## src/hdl/pafs_defs.vh

```
// What this block does
// - the pin shared by capture input a and the count input has no selector, both see it while its mode bit is set.
// - port 5 pin 0 joins its alternate functions when its mode bit is 1, ignoring latch and direction bits.
// - the valid edge of capture input a comes from a two-bit field of the timer-3 edge select register.
// - the valid edge of the count input comes from a separate two-bit field of that register.
// - port 5 pin 1 is capture input b when its mode bit is 1, its edge chosen by a third two-bit field.
// - port 5 pin 2 drives the timer-3 output when its mode bit is 1, whatever its latch and direction bits.
// - port 7 pins 0 to 7 are analog inputs 0 to 7 with no direction or mode bits, latch bits have no effect.
// - low address port pins 0 to 15 output address bits 0 to 15 when their mode bits are 1.
// - high address port pins 0 to 6 output address bits 16 to 22 when their mode bits are 1.
`ifndef PAFS_DEFS_VH
`define PAFS_DEFS_VH
`define PAFS_ADDR_P5_LATCH 12'h000
`define PAFS_ADDR_P5_DIR 12'h004
`define PAFS_ADDR_P5_MODE 12'h008
`define PAFS_ADDR_P5_IN 12'h00c
`define PAFS_ADDR_P7_IN 12'h010
`define PAFS_ADDR_AL_LATCH 12'h014
`define PAFS_ADDR_AL_DIR 12'h018
`define PAFS_ADDR_AL_MODE 12'h01c
`define PAFS_ADDR_AL_IN 12'h020
`define PAFS_ADDR_AH_LATCH 12'h024
`define PAFS_ADDR_AH_DIR 12'h028
`define PAFS_ADDR_AH_MODE 12'h02c
`define PAFS_ADDR_AH_IN 12'h030
`define PAFS_ADDR_EDGE_SEL 12'h034
`define PAFS_ADDR_P7_LATCH 12'h038
`define PAFS_EDGE_CAPA_LO 0
`define PAFS_EDGE_CAPB_LO 2
`define PAFS_EDGE_CNT_LO 4
`define PAFS_EDGE_FALL 2'b00
`define PAFS_EDGE_RISE 2'b01
`define PAFS_EDGE_BOTH 2'b11
`define PAFS_DIR_RESET 16'hffff
`define PAFS_ZERO_RESET 16'h0000
`define PAFS_P5_DIR_RESET 3'h7
`define PAFS_AH_DIR_RESET 7'h7f
`endif

```

## src/hdl/pafs_edge.v

```verilog
`timescale 1ns/100ps
`include "pafs_defs.vh"
// valid-edge detector on a synchronised input, gated by its mode bit
module pafs_edge (
  input wire clk,
  input wire srst,
  input wire en,
  input wire din,
  input wire [1:0] sel,
  output reg pulse
);
  reg prev_q;
  wire rise;
  wire fall;
  assign rise = din & ~prev_q;
  assign fall = ~din & prev_q;
  always @(posedge clk) begin
    if (srst) begin
      prev_q <= 1'b0;
      pulse <= 1'b0;
    end else begin
      prev_q <= din;
      // 2'b10 means no edge valid, the input is off
      if (!en) begin
        pulse <= 1'b0;
      end else if (sel == `PAFS_EDGE_FALL) begin
        pulse <= fall;
      end else if (sel == `PAFS_EDGE_RISE) begin
        pulse <= rise;
      end else if (sel == `PAFS_EDGE_BOTH) begin
        pulse <= rise | fall;
      end else begin
        pulse <= 1'b0;
      end
    end
  end
endmodule // pafs_edge

```

## src/hdl/pafs_sync.v

```verilog
`timescale 1ns/100ps
// two-flop synchroniser for a bus of pin inputs
module pafs_sync #(
  parameter W = 1
) (
  input wire clk,
  input wire srst,
  input wire [W-1:0] d,
  output wire [W-1:0] q
);
  reg [W-1:0] meta_q;
  reg [W-1:0] sync_q;
  always @(posedge clk) begin
    if (srst) begin
      meta_q <= {W{1'b0}};
      sync_q <= {W{1'b0}};
    end else begin
      meta_q <= d;
      sync_q <= meta_q;
    end
  end
  assign q = sync_q;
endmodule // pafs_sync

```

## src/hdl/pafs_top.v

```verilog
`timescale 1ns/100ps
`include "pafs_defs.vh"
module pafs_top (
  input wire clk,
  input wire srst,
  input wire psel,
  input wire penable,
  input wire pwrite,
  input wire [11:0] paddr,
  input wire [31:0] pwdata,
  output wire [31:0] prdata,
  output wire pready,
  output wire pslverr,
  input wire [2:0] p5_pin_in,
  output reg [2:0] p5_pin_out,
  output reg [2:0] p5_pin_oe,
  input wire [7:0] p7_pin_in,
  output wire [7:0] p7_analog_sel,
  input wire [15:0] al_pin_in,
  output reg [15:0] al_pin_out,
  output reg [15:0] al_pin_oe,
  input wire [6:0] ah_pin_in,
  output reg [6:0] ah_pin_out,
  output reg [6:0] ah_pin_oe,
  input wire timer3_out,
  input wire [22:0] ext_addr,
  output wire timer3_capture_irq_a,
  output wire timer3_capture_irq_b,
  output wire timer3_count_in
);
  reg [2:0] p5_latch_q;
  reg [2:0] p5_dir_q;
  reg [2:0] p5_mode_q;
  reg [7:0] p7_latch_q;
  reg [15:0] al_latch_q;
  reg [15:0] al_dir_q;
  reg [15:0] al_mode_q;
  reg [6:0] ah_latch_q;
  reg [6:0] ah_dir_q;
  reg [6:0] ah_mode_q;
  reg [5:0] edge_sel_q;
  reg [31:0] rdata_q;
  reg [31:0] rdata_d;
  reg hit;
  wire [2:0] p5_s;
  wire [7:0] p7_s;
  wire [15:0] al_s;
  wire [6:0] ah_s;
  wire wr_en;
  wire rd_en;
  wire [2:0] p5_out_d;
  wire [2:0] p5_oe_d;
  wire [15:0] al_out_d;
  wire [15:0] al_oe_d;
  wire [6:0] ah_out_d;
  wire [6:0] ah_oe_d;
  genvar g;

  // pin inputs come from outside the clock domain
  pafs_sync #(.W(3)) u_sync_p5 (
    .clk(clk),
    .srst(srst),
    .d(p5_pin_in),
    .q(p5_s)
  );
  pafs_sync #(.W(8)) u_sync_p7 (
    .clk(clk),
    .srst(srst),
    .d(p7_pin_in),
    .q(p7_s)
  );
  pafs_sync #(.W(16)) u_sync_al (
    .clk(clk),
    .srst(srst),
    .d(al_pin_in),
    .q(al_s)
  );
  pafs_sync #(.W(7)) u_sync_ah (
    .clk(clk),
    .srst(srst),
    .d(ah_pin_in),
    .q(ah_s)
  );

  // zero-wait slave: every access completes in its first access cycle
  assign pready = 1'b1;
  assign wr_en = psel & penable & pwrite;
  assign rd_en = psel & ~penable & ~pwrite;

  function [31:0] pad16;
    input [15:0] v;
    begin
      pad16 = {16'h0000, v};
    end
  endfunction

  always @* begin
    hit = 1'b1;
    rdata_d = 32'h0000_0000;
    if (paddr == `PAFS_ADDR_P5_LATCH) begin
      rdata_d = pad16({13'h0000, p5_latch_q});
    end else if (paddr == `PAFS_ADDR_P5_DIR) begin
      rdata_d = pad16({13'h0000, p5_dir_q});
    end else if (paddr == `PAFS_ADDR_P5_MODE) begin
      rdata_d = pad16({13'h0000, p5_mode_q});
    end else if (paddr == `PAFS_ADDR_P5_IN) begin
      rdata_d = pad16({13'h0000, p5_s});
    end else if (paddr == `PAFS_ADDR_P7_IN) begin
      rdata_d = pad16({8'h00, p7_s});
    end else if (paddr == `PAFS_ADDR_P7_LATCH) begin
      rdata_d = pad16({8'h00, p7_latch_q});
    end else if (paddr == `PAFS_ADDR_AL_LATCH) begin
      rdata_d = pad16(al_latch_q);
    end else if (paddr == `PAFS_ADDR_AL_DIR) begin
      rdata_d = pad16(al_dir_q);
    end else if (paddr == `PAFS_ADDR_AL_MODE) begin
      rdata_d = pad16(al_mode_q);
    end else if (paddr == `PAFS_ADDR_AL_IN) begin
      rdata_d = pad16(al_s);
    end else if (paddr == `PAFS_ADDR_AH_LATCH) begin
      rdata_d = pad16({9'h000, ah_latch_q});
    end else if (paddr == `PAFS_ADDR_AH_DIR) begin
      rdata_d = pad16({9'h000, ah_dir_q});
    end else if (paddr == `PAFS_ADDR_AH_MODE) begin
      rdata_d = pad16({9'h000, ah_mode_q});
    end else if (paddr == `PAFS_ADDR_AH_IN) begin
      rdata_d = pad16({9'h000, ah_s});
    end else if (paddr == `PAFS_ADDR_EDGE_SEL) begin
      rdata_d = pad16({10'h000, edge_sel_q});
    end else begin
      hit = 1'b0;
    end
  end

  // unmapped addresses read zero and report an error in the access phase
  assign pslverr = psel & penable & ~hit;
  assign prdata = rdata_q;

  always @(posedge clk) begin
    if (srst) begin
      rdata_q <= 32'h0000_0000;
    end else if (rd_en) begin
      rdata_q <= rdata_d;
    end
  end

  always @(posedge clk) begin
    if (srst) begin
      p5_latch_q <= 3'h0;
      p5_dir_q <= `PAFS_P5_DIR_RESET;
      p5_mode_q <= 3'h0;
      p7_latch_q <= 8'h00;
      al_latch_q <= `PAFS_ZERO_RESET;
      al_dir_q <= `PAFS_DIR_RESET;
      al_mode_q <= `PAFS_ZERO_RESET;
      ah_latch_q <= 7'h00;
      ah_dir_q <= `PAFS_AH_DIR_RESET;
      ah_mode_q <= 7'h00;
      edge_sel_q <= 6'h00;
    end else if (wr_en) begin
      if (paddr == `PAFS_ADDR_P5_LATCH) begin
        p5_latch_q <= pwdata[2:0];
      end else if (paddr == `PAFS_ADDR_P5_DIR) begin
        p5_dir_q <= pwdata[2:0];
      end else if (paddr == `PAFS_ADDR_P5_MODE) begin
        p5_mode_q <= pwdata[2:0];
      end else if (paddr == `PAFS_ADDR_P7_LATCH) begin
        p7_latch_q <= pwdata[7:0];
      end else if (paddr == `PAFS_ADDR_AL_LATCH) begin
        al_latch_q <= pwdata[15:0];
      end else if (paddr == `PAFS_ADDR_AL_DIR) begin
        al_dir_q <= pwdata[15:0];
      end else if (paddr == `PAFS_ADDR_AL_MODE) begin
        al_mode_q <= pwdata[15:0];
      end else if (paddr == `PAFS_ADDR_AH_LATCH) begin
        ah_latch_q <= pwdata[6:0];
      end else if (paddr == `PAFS_ADDR_AH_DIR) begin
        ah_dir_q <= pwdata[6:0];
      end else if (paddr == `PAFS_ADDR_AH_MODE) begin
        ah_mode_q <= pwdata[6:0];
      end else if (paddr == `PAFS_ADDR_EDGE_SEL) begin
        edge_sel_q <= pwdata[5:0];
      end
    end
  end

  // port 7 latch is kept for software only and never reaches a pin
  assign p7_analog_sel = 8'hff;

  // capture a and the count input share pin 0 with no selector
  pafs_edge u_edge_capa (
    .clk(clk),
    .srst(srst),
    .en(p5_mode_q[0]),
    .din(p5_s[0]),
    .sel(edge_sel_q[`PAFS_EDGE_CAPA_LO +: 2]),
    .pulse(timer3_capture_irq_a)
  );
  pafs_edge u_edge_cnt (
    .clk(clk),
    .srst(srst),
    .en(p5_mode_q[0]),
    .din(p5_s[0]),
    .sel(edge_sel_q[`PAFS_EDGE_CNT_LO +: 2]),
    .pulse(timer3_count_in)
  );
  pafs_edge u_edge_capb (
    .clk(clk),
    .srst(srst),
    .en(p5_mode_q[1]),
    .din(p5_s[1]),
    .sel(edge_sel_q[`PAFS_EDGE_CAPB_LO +: 2]),
    .pulse(timer3_capture_irq_b)
  );

  // next pin values, one bit slice per pin
  generate
    // input-only alternates: pin undriven in mode, else plain port
    for (g = 0; g < 2; g = g + 1) begin : g_p5_in
      assign p5_out_d[g] = p5_mode_q[g] ? 1'b0 : p5_latch_q[g];
      assign p5_oe_d[g] = ~p5_mode_q[g] & ~p5_dir_q[g];
    end
    for (g = 0; g < 16; g = g + 1) begin : g_al
      assign al_out_d[g] = al_mode_q[g] ? ext_addr[g] : al_latch_q[g];
      assign al_oe_d[g] = al_mode_q[g] | ~al_dir_q[g];
    end
    for (g = 0; g < 7; g = g + 1) begin : g_ah
      assign ah_out_d[g] = ah_mode_q[g] ? ext_addr[16 + g] : ah_latch_q[g];
      assign ah_oe_d[g] = ah_mode_q[g] | ~ah_dir_q[g];
    end
  endgenerate
  assign p5_out_d[2] = p5_mode_q[2] ? timer3_out : p5_latch_q[2];
  assign p5_oe_d[2] = p5_mode_q[2] | ~p5_dir_q[2];

  // outputs registered so pins change one cycle after a mode write
  always @(posedge clk) begin
    if (srst) begin
      p5_pin_out <= 3'h0;
      p5_pin_oe <= 3'h0;
      al_pin_out <= 16'h0000;
      al_pin_oe <= 16'h0000;
      ah_pin_out <= 7'h00;
      ah_pin_oe <= 7'h00;
    end else begin
      p5_pin_out <= p5_out_d;
      p5_pin_oe <= p5_oe_d;
      al_pin_out <= al_out_d;
      al_pin_oe <= al_oe_d;
      ah_pin_out <= ah_out_d;
      ah_pin_oe <= ah_oe_d;
    end
  end
endmodule // pafs_top

```

## config.mk

```make
export PLATFORM = sky130hd
export DESIGN_NAME = pafs_top
export DESIGN_NICKNAME = d
export VERILOG_FILES = /design/src/hdl/pafs_edge.v /design/src/hdl/pafs_sync.v /design/src/hdl/pafs_top.v
export VERILOG_INCLUDE_DIRS = /design/src /design/src/hdl
export SDC_FILE = /design/constraint.sdc
export NUM_CORES = 1
export LEC_CHECK = 0
export BUFFER_PORTS_ARGS = -buffer_cell sky130_fd_sc_hd__buf_2
export CELL_PAD_IN_SITES_DETAIL_PLACEMENT = 0
export CELL_PAD_IN_SITES_GLOBAL_PLACEMENT = 1
export CORE_MARGIN = 10
export CORE_UTILIZATION = 30
export CTS_CLUSTER_DIAMETER = 120
export DETAILED_ROUTE_END_ITERATION = 12
export GPL_TIMING_DRIVEN = 0
export PLACE_DENSITY_LB_ADDON = 0.1
export SLEW_MARGIN = 30
export SYNTH_ARGS = -nofsm -noshare
export SYNTH_HDL_FRONTEND = slang
export SYNTH_HIERARCHICAL = 1
export SYNTH_SLANG_ARGS = --single-unit
```

## constraint.sdc

```tcl
create_clock -name clk -period 3.5 [get_ports clk]
set_input_delay 0.175 -clock clk [delete_from_list [all_inputs] [get_ports clk]]
set_output_delay 0.175 -clock clk [all_outputs]
set_load 0.005 [all_outputs]
```

Yosys cells after proc, flatten, opt, wreduce, memory -nomap -nowiden --
Index checks and enable logic that the tools add are counted.
Operators by class: equality and inequality tests 20, mux-type cells 63, bitwise operators 82, reduce and logical (&&, ||, !) cells 19
Operator list (number):
- 2-to-1 mux 16 bit | 10
- equality test 12 x 6 -> 1 bit (second input constant) | 7
- equality test 12 x 5 -> 1 bit (second input constant) | 4
- 2-to-1 mux 1 bit | 48
- NOT 1 bit | 45
- 2-to-1 mux 7 bit | 4
- bitwise OR 1 bit | 26
- equality test 12 x 4 -> 1 bit (second input constant) | 2
- equality test 12 x 3 -> 1 bit (second input constant) | 1
- logical NOT 12 bit | 1
- AND reduction 12 bit | 1
- bitwise AND 1 bit | 11
- AND reduction 11 bit | 1
- AND reduction 10 bit | 1
- AND reduction 9 bit | 1
- AND reduction 8 bit | 1
- OR reduction 2 bit | 4
- AND reduction 7 bit | 1
- equality test 2 x 1 -> 1 bit (second input constant) | 3
- equality test 2 bit (second input constant) | 3
- logical NOT 2 bit | 3
- 2-to-1 mux 6 bit | 1
- AND reduction 6 bit | 1
- AND reduction 5 bit | 1
- other kinds (3) | 3
Storage, ports and cells: register bits 249, input port bits 107

Depth between registers and ports, before layout --
word-level depth 18, mapped depth 8, gate-level depth less buffers 5

Cells and area by module --
Netlist, hierarchy kept.
By module, submodules not included:
- pafs_top | instances 1, cells each 862, area an instance 7402.1 µm²
- pafs_sync (u_sync_al) | instances 1, cells each 67, area an instance 863.3 µm²
- pafs_sync (u_sync_p7) | instances 1, cells each 33, area an instance 464.2 µm²
- pafs_sync (u_sync_ah) | instances 1, cells each 29, area an instance 407.9 µm²
- pafs_edge | instances 3, cells each 13, area an instance 115.1 µm²
- pafs_sync (u_sync_p5) | instances 1, cells each 12, area an instance 157.7 µm²

Worst setup path after synthesis --
No wires, ideal clock.
path kind in2reg, start point in paddr[7], end point reg al_mode_q[0], library setup time 0.132 ns, data arrival time 1.844 ns, slack 1.524 ns, stages 8, buffers on the path 3, cells stage by stage buf_2 -> or4b_1 -> buf_2 -> nor4_4 -> nand2_2 -> buf_2 -> nand2_1 -> a21oi_1
On the way: longest elaborated chain between the ends 3
Ends and longest elaborated chain:
- start, declared | line pafs_top.v:9 | input wire [11:0] paddr,
- equality test 12 x 5 -> 1 bit (no line) (tied with other cells)
- NOT 1 bit (no line)
- AND reduction 8 bit (no line) (*)
- end signal, assigned | line pafs_top.v:155 | al_mode_q <= `PAFS_ZERO_RESET;
- end signal, assigned | line pafs_top.v:174 | al_mode_q <= pwdata[15:0];
- end, declared | line pafs_top.v:37 | reg [15:0] al_mode_q;
Every way passes the cells marked *; elsewhere a longest branch is shown, timed or not. A chain may end at the register's enable or synchronous reset.

Worst setup path after layout --
start point in paddr[5], end point out pslverr
On the way: longest elaborated chain between the ends 18
Ends and longest elaborated chain:
- equality test 12 x 6 -> 1 bit (no line)
- 2-to-1 mux 1 bit | line pafs_top.v:128 | end else if (paddr == `PAFS_ADDR_EDGE_SEL) begin
- 2-to-1 mux 1 bit | line pafs_top.v:126 | end else if (paddr == `PAFS_ADDR_AH_IN) begin
- 2-to-1 mux 1 bit | line pafs_top.v:124 | end else if (paddr == `PAFS_ADDR_AH_MODE) begin
- 2-to-1 mux 1 bit | line pafs_top.v:122 | end else if (paddr == `PAFS_ADDR_AH_DIR) begin
- 2-to-1 mux 1 bit | line pafs_top.v:120 | end else if (paddr == `PAFS_ADDR_AH_LATCH) begin
- 2-to-1 mux 1 bit | line pafs_top.v:118 | end else if (paddr == `PAFS_ADDR_AL_IN) begin
- 2-to-1 mux 1 bit | line pafs_top.v:116 | end else if (paddr == `PAFS_ADDR_AL_MODE) begin
- [... 2 more ...]
- 2-to-1 mux 1 bit | line pafs_top.v:110 | end else if (paddr == `PAFS_ADDR_P7_LATCH) begin
- 2-to-1 mux 1 bit | line pafs_top.v:108 | end else if (paddr == `PAFS_ADDR_P7_IN) begin
- 2-to-1 mux 1 bit | line pafs_top.v:106 | end else if (paddr == `PAFS_ADDR_P5_IN) begin
- 2-to-1 mux 1 bit | line pafs_top.v:104 | end else if (paddr == `PAFS_ADDR_P5_MODE) begin
- 2-to-1 mux 1 bit | line pafs_top.v:102 | end else if (paddr == `PAFS_ADDR_P5_DIR) begin
- 2-to-1 mux 1 bit (*) | line pafs_top.v:100 | if (paddr == `PAFS_ADDR_P5_LATCH) begin
- NOT 1 bit (*) | line pafs_top.v:136 | assign pslverr = psel & penable & ~hit;
- bitwise AND 1 bit (*) | line pafs_top.v:136
- end, declared | line pafs_top.v:13 | output wire pslverr,
Marked as above.

==> impl_metrics.sql <==
INSERT INTO impl_metrics (metric_group, metric, value, unit) VALUES
('setup_path', 'path_buf_inv', '5', ''),
('final_layout', 'final_util', '0.400', ''),
('power', 'clkPwrFrac', '0.495', ''),
('global_route', 'grt_usage', '0.188', ''),
('floorplan', 'floorplan.die.width', '199', 'µm'),
('final_layout', 'final_layout_size_suffix_gt1_frac', '0.234', ''),
('yosys', 'syn-mean-instance-area', '9.25', 'µm²'),
('setup_path', 'critical_path_peak_fanout', '10', ''),
('yosys', 'synth_edf_count', '0', ''),
('cts', 'postCtsSetupRepairBufs', '0', ''),
('power', 'power.share.combinational', '0.064', ''),
('final_layout', 'design.final.nets', '1428', ''),
('route', 'via_per_inst', '4.78', ''),
('setup_path', 'cp-end-kind', 'primary output', ''),
('setup_path', 'critical_path_arrival', '2450', 'ps'),
('sta', 'timing.setup.tns', '0', 'ps'),
('sta', 'hold_violations', '0', ''),
('setup_path', 'cp_data_required_time', '3320', 'ps'),
('route', 'drc_violation_total_after_the_first_tritonroute_iteration', '485', ''),
('floorplan', 'boundaryPins', '204', ''),
('route', 'detail-route-antenna-nets', '0', ''),
('sta', 'max_slew_violation_total_from_the_final_report', '0', ''),
('placed_design', 'post-dp-hpwl', '28500', 'µm'),
('cts', 'ctsHtreeMaxLevel', '1', ''),
('power', 'power.net_switching', '0.00142', 'W'),
('power', 'power_frac_seq', '0.441', ''),
('final_layout', 'n_fill_cell', '3193', ''),
('setup_path', 'max_stage_delay', '780', 'ps'),
('cts', 'clock_tree.root_cell', 'clkbuf_16', ''),
('sta', 'relSlewSlack', '0.401', ''),
('route', 'routedWlPerCell', '21.8', 'µm'),
('sta', 'finalCritPeriodShare', '0.750', ''),
('cts', 'cts.repair.resized', '0', ''),
('setup_path', 'timing_worst_setup_path_type', 'input port to primary output', ''),
('global_route', 'pin_count_of_the_biggest_net_entering_global_routing', '31', ''),
('sta', 'max_freq', '0.381', 'GHz'),
('route', 'route.final.wire_length', '37800', 'µm'),
('power', 'worst_ir_drop_vdd', '316', 'µV'),
('outcome', 'status', 'finished clean', ''),
('flow_run', 'timing.max_cap.violations', '0', ''),
('final_layout', 'mostFrequentLayoutCells', '234 x dfxtp_1, 170 x buf_2, 144 x nand2_1', ''),
('cts', 'clock_insertion_delay_worst_skew', '550', 'ps'),
('global_route', 'grt_overflow', '0', ''),
('final_layout', 'diodes', '0', ''),
('power', 'power.density_cell_area', '486', 'nW/µm²'),
('setup_path', 'cell_by_cell_listing_of_the_critical_path', 'buf_2 -> buf_2 -> nor4bb_2 -> and3_1 -> buf_2 -> buf_2 -> a211oi_1 -> buf_2', ''),
('power', 'switching_share', '0.231', ''),
('cts', 'cts_tree', 'built', ''),
('final_layout', 'layout-area-overhead-vs-synth', '31.2', '%'),
('global_route', 'via_count_of_the_first_global_routing_pass', '8298', ''),
('route', 'num_vias', '8311', ''),
('yosys', 'yosysSeqAreaShare', '0.486', ''),
('global_route', 'grt_antenna_before_repair', '0', ''),
('yosys', 'ys_dominant_reg_cell', 'dfxtp_1', ''),
('power', 'p_int', '0.00473', 'W'),
('power', 'leakage', '5.20', 'nW'),
('placed_design', 'gp_weighted_congestion', '0.897', ''),
('power', 'finalPower', '0.00615', 'W'),
('yosys', 'yosysWarnings', '6', ''),
('yosys', 'unique_masters_post_synth', '74', ''),
('cts', 'cts_buffers', '27', ''),
('setup_path', 'timing.critical_path.from_type', 'input port', ''),
('route', 'drt_pass1_iterations', '4', ''),
('cts', 'tritoncts_num_sinks', '234', ''),
('floorplan', 'floorplan.initialDensity', '0.305', ''),
('final_layout', 'layout_commonest_cell', 'dfxtp_1', ''),
('setup_path', 'slowest_stage_cell_on_the_critical_path', 'nor4bb_2', ''),
('placed_design', 'placedCellCount', '1619', ''),
('hold_path', 'hold_removal_path_class', 'input port to flop', ''),
('setup_path', 'crit_path_leading_delay_family', 'buffers and inverters', ''),
('setup_path', 'critPathMostFrequentCell', 'buf_2', '');
[cells in the mapped netlist (all sizes together) (7+ instances only)]
cell,count,share of area
a21oi,84,0.044
a221oi,7,0.0070
a22o,7,0.0064
a22oi,17,0.013
and2b,9,0.0078
buf,57,0.040
clkbuf,34,0.013
dfxtp,234,0.49
inv,47,0.018
mux2i,55,0.057
nand2,146,0.057
nand2b,8,0.0052
nand3,20,0.010
nand3b,15,0.012
nand4,18,0.013
nor2,74,0.029
nor2b,69,0.049
nor3,8,0.0042
nor4,13,0.021
o2111ai,10,0.0091
o21ai,14,0.0073
[registers in the layout, indices dropped and copies added, names as in the netlist, 6 cells and up]
| signal | flops |
|---|---|
| ah_pin_oe | 7 |
| al_pin_oe | 16 |
| p7_latch_q | 8 |
| al_dir_q | 16 |
| u_sync_al/meta_q | 16 |
| u_sync_ah/meta_q | 7 |
| edge_sel_q | 6 |
| u_sync_ah/q | 7 |
| prdata | 16 |
| al_mode_q | 16 |
| al_pin_out | 16 |
| u_sync_p7/meta_q | 8 |
| ah_mode_q | 7 |
| u_sync_al/q | 16 |
| al_latch_q | 16 |
| ah_pin_out | 7 |
| ah_dir_q | 7 |
| u_sync_p7/q | 8 |
| ah_latch_q | 7 |
[layer usage]
metal / vias up / wire, µm / track usage
met2: 264 / 16400 / 0.284
met3: 40 / 2320 / 0.0358
met5: - / 0 / 0
met1: 3909 / 18500 / 0.270
met4: 0 / 651 / 0.0410
li1: 4098 / - / -
[worst min-delay path: stages]
cell      delay, ps
clkbuf_1        250
nand2_1         120
a21oi_1          50
[stage by stage]
step / hold WS, ps / setup slack, ps / area (µm²)
floorplan: 244 / 1520 / 9730
global placement: 386 / 487 / 11000
detailed placement: 385 / 523 / 11000
CTS: 101 / 924 / 12700
global route: 118 / 798 / 12700
finish: 102 / 876 / 12700
[area by class of cell]
| type | count | area (µm²) | area share |
|---|---|---|---|
| repair buffers | 221 | 1450 | 0.115 |
| clock buffers | 36 | 779 | 0.0616 |
| multi-input cells | 692 | 4350 | 0.344 |
| inverters | 48 | 180 | 0.0142 |
| well taps | 402 | 503 | 0.0398 |
| clock inverters | 14 | 184 | 0.0145 |
| flip-flops and latches | 234 | 4680 | 0.370 |
| plain buffers | 91 | 518 | 0.0409 |
[power by group through the flow]
stage	clock (W)	sequential [W]	combinational, W
2_1_floorplan	0	0.00277	0.000188
3_5_place_dp	0	0.00277	0.000334
4_1_cts	0.00311	0.00271	0.000395
5_1_grt	0.00321	0.00272	0.000431
6_report	0.00304	0.00271	0.000395
3_3_place_gp	0	0.00277	0.000334
[kinds of logic after synthesis]
kind of cell	Yosys count	share of synthesized area
AOI/OAI and AO/OA	191	0.134
adders and majority gates	6	0.00779
buffers and inverters	139	0.0724
DFF	234	0.486
muxes	61	0.0653
other	2	0.000779
and+or+nand+nor	409	0.234
[worst paths after layout]
path                       start             end  slack, ps  depth (start not counted)
max                     paddr[5]         pslverr        880                          8
min                    pwdata[4]    al_mode_q[4]        100                          3
max reg2reg         p5_mode_q[1]       prdata[1]       1820                          5
min reg2reg  u_sync_ah/meta_q[3]  u_sync_ah/q[3]        440                          1
No activity file was read; power rests on OpenSTA's default activity.
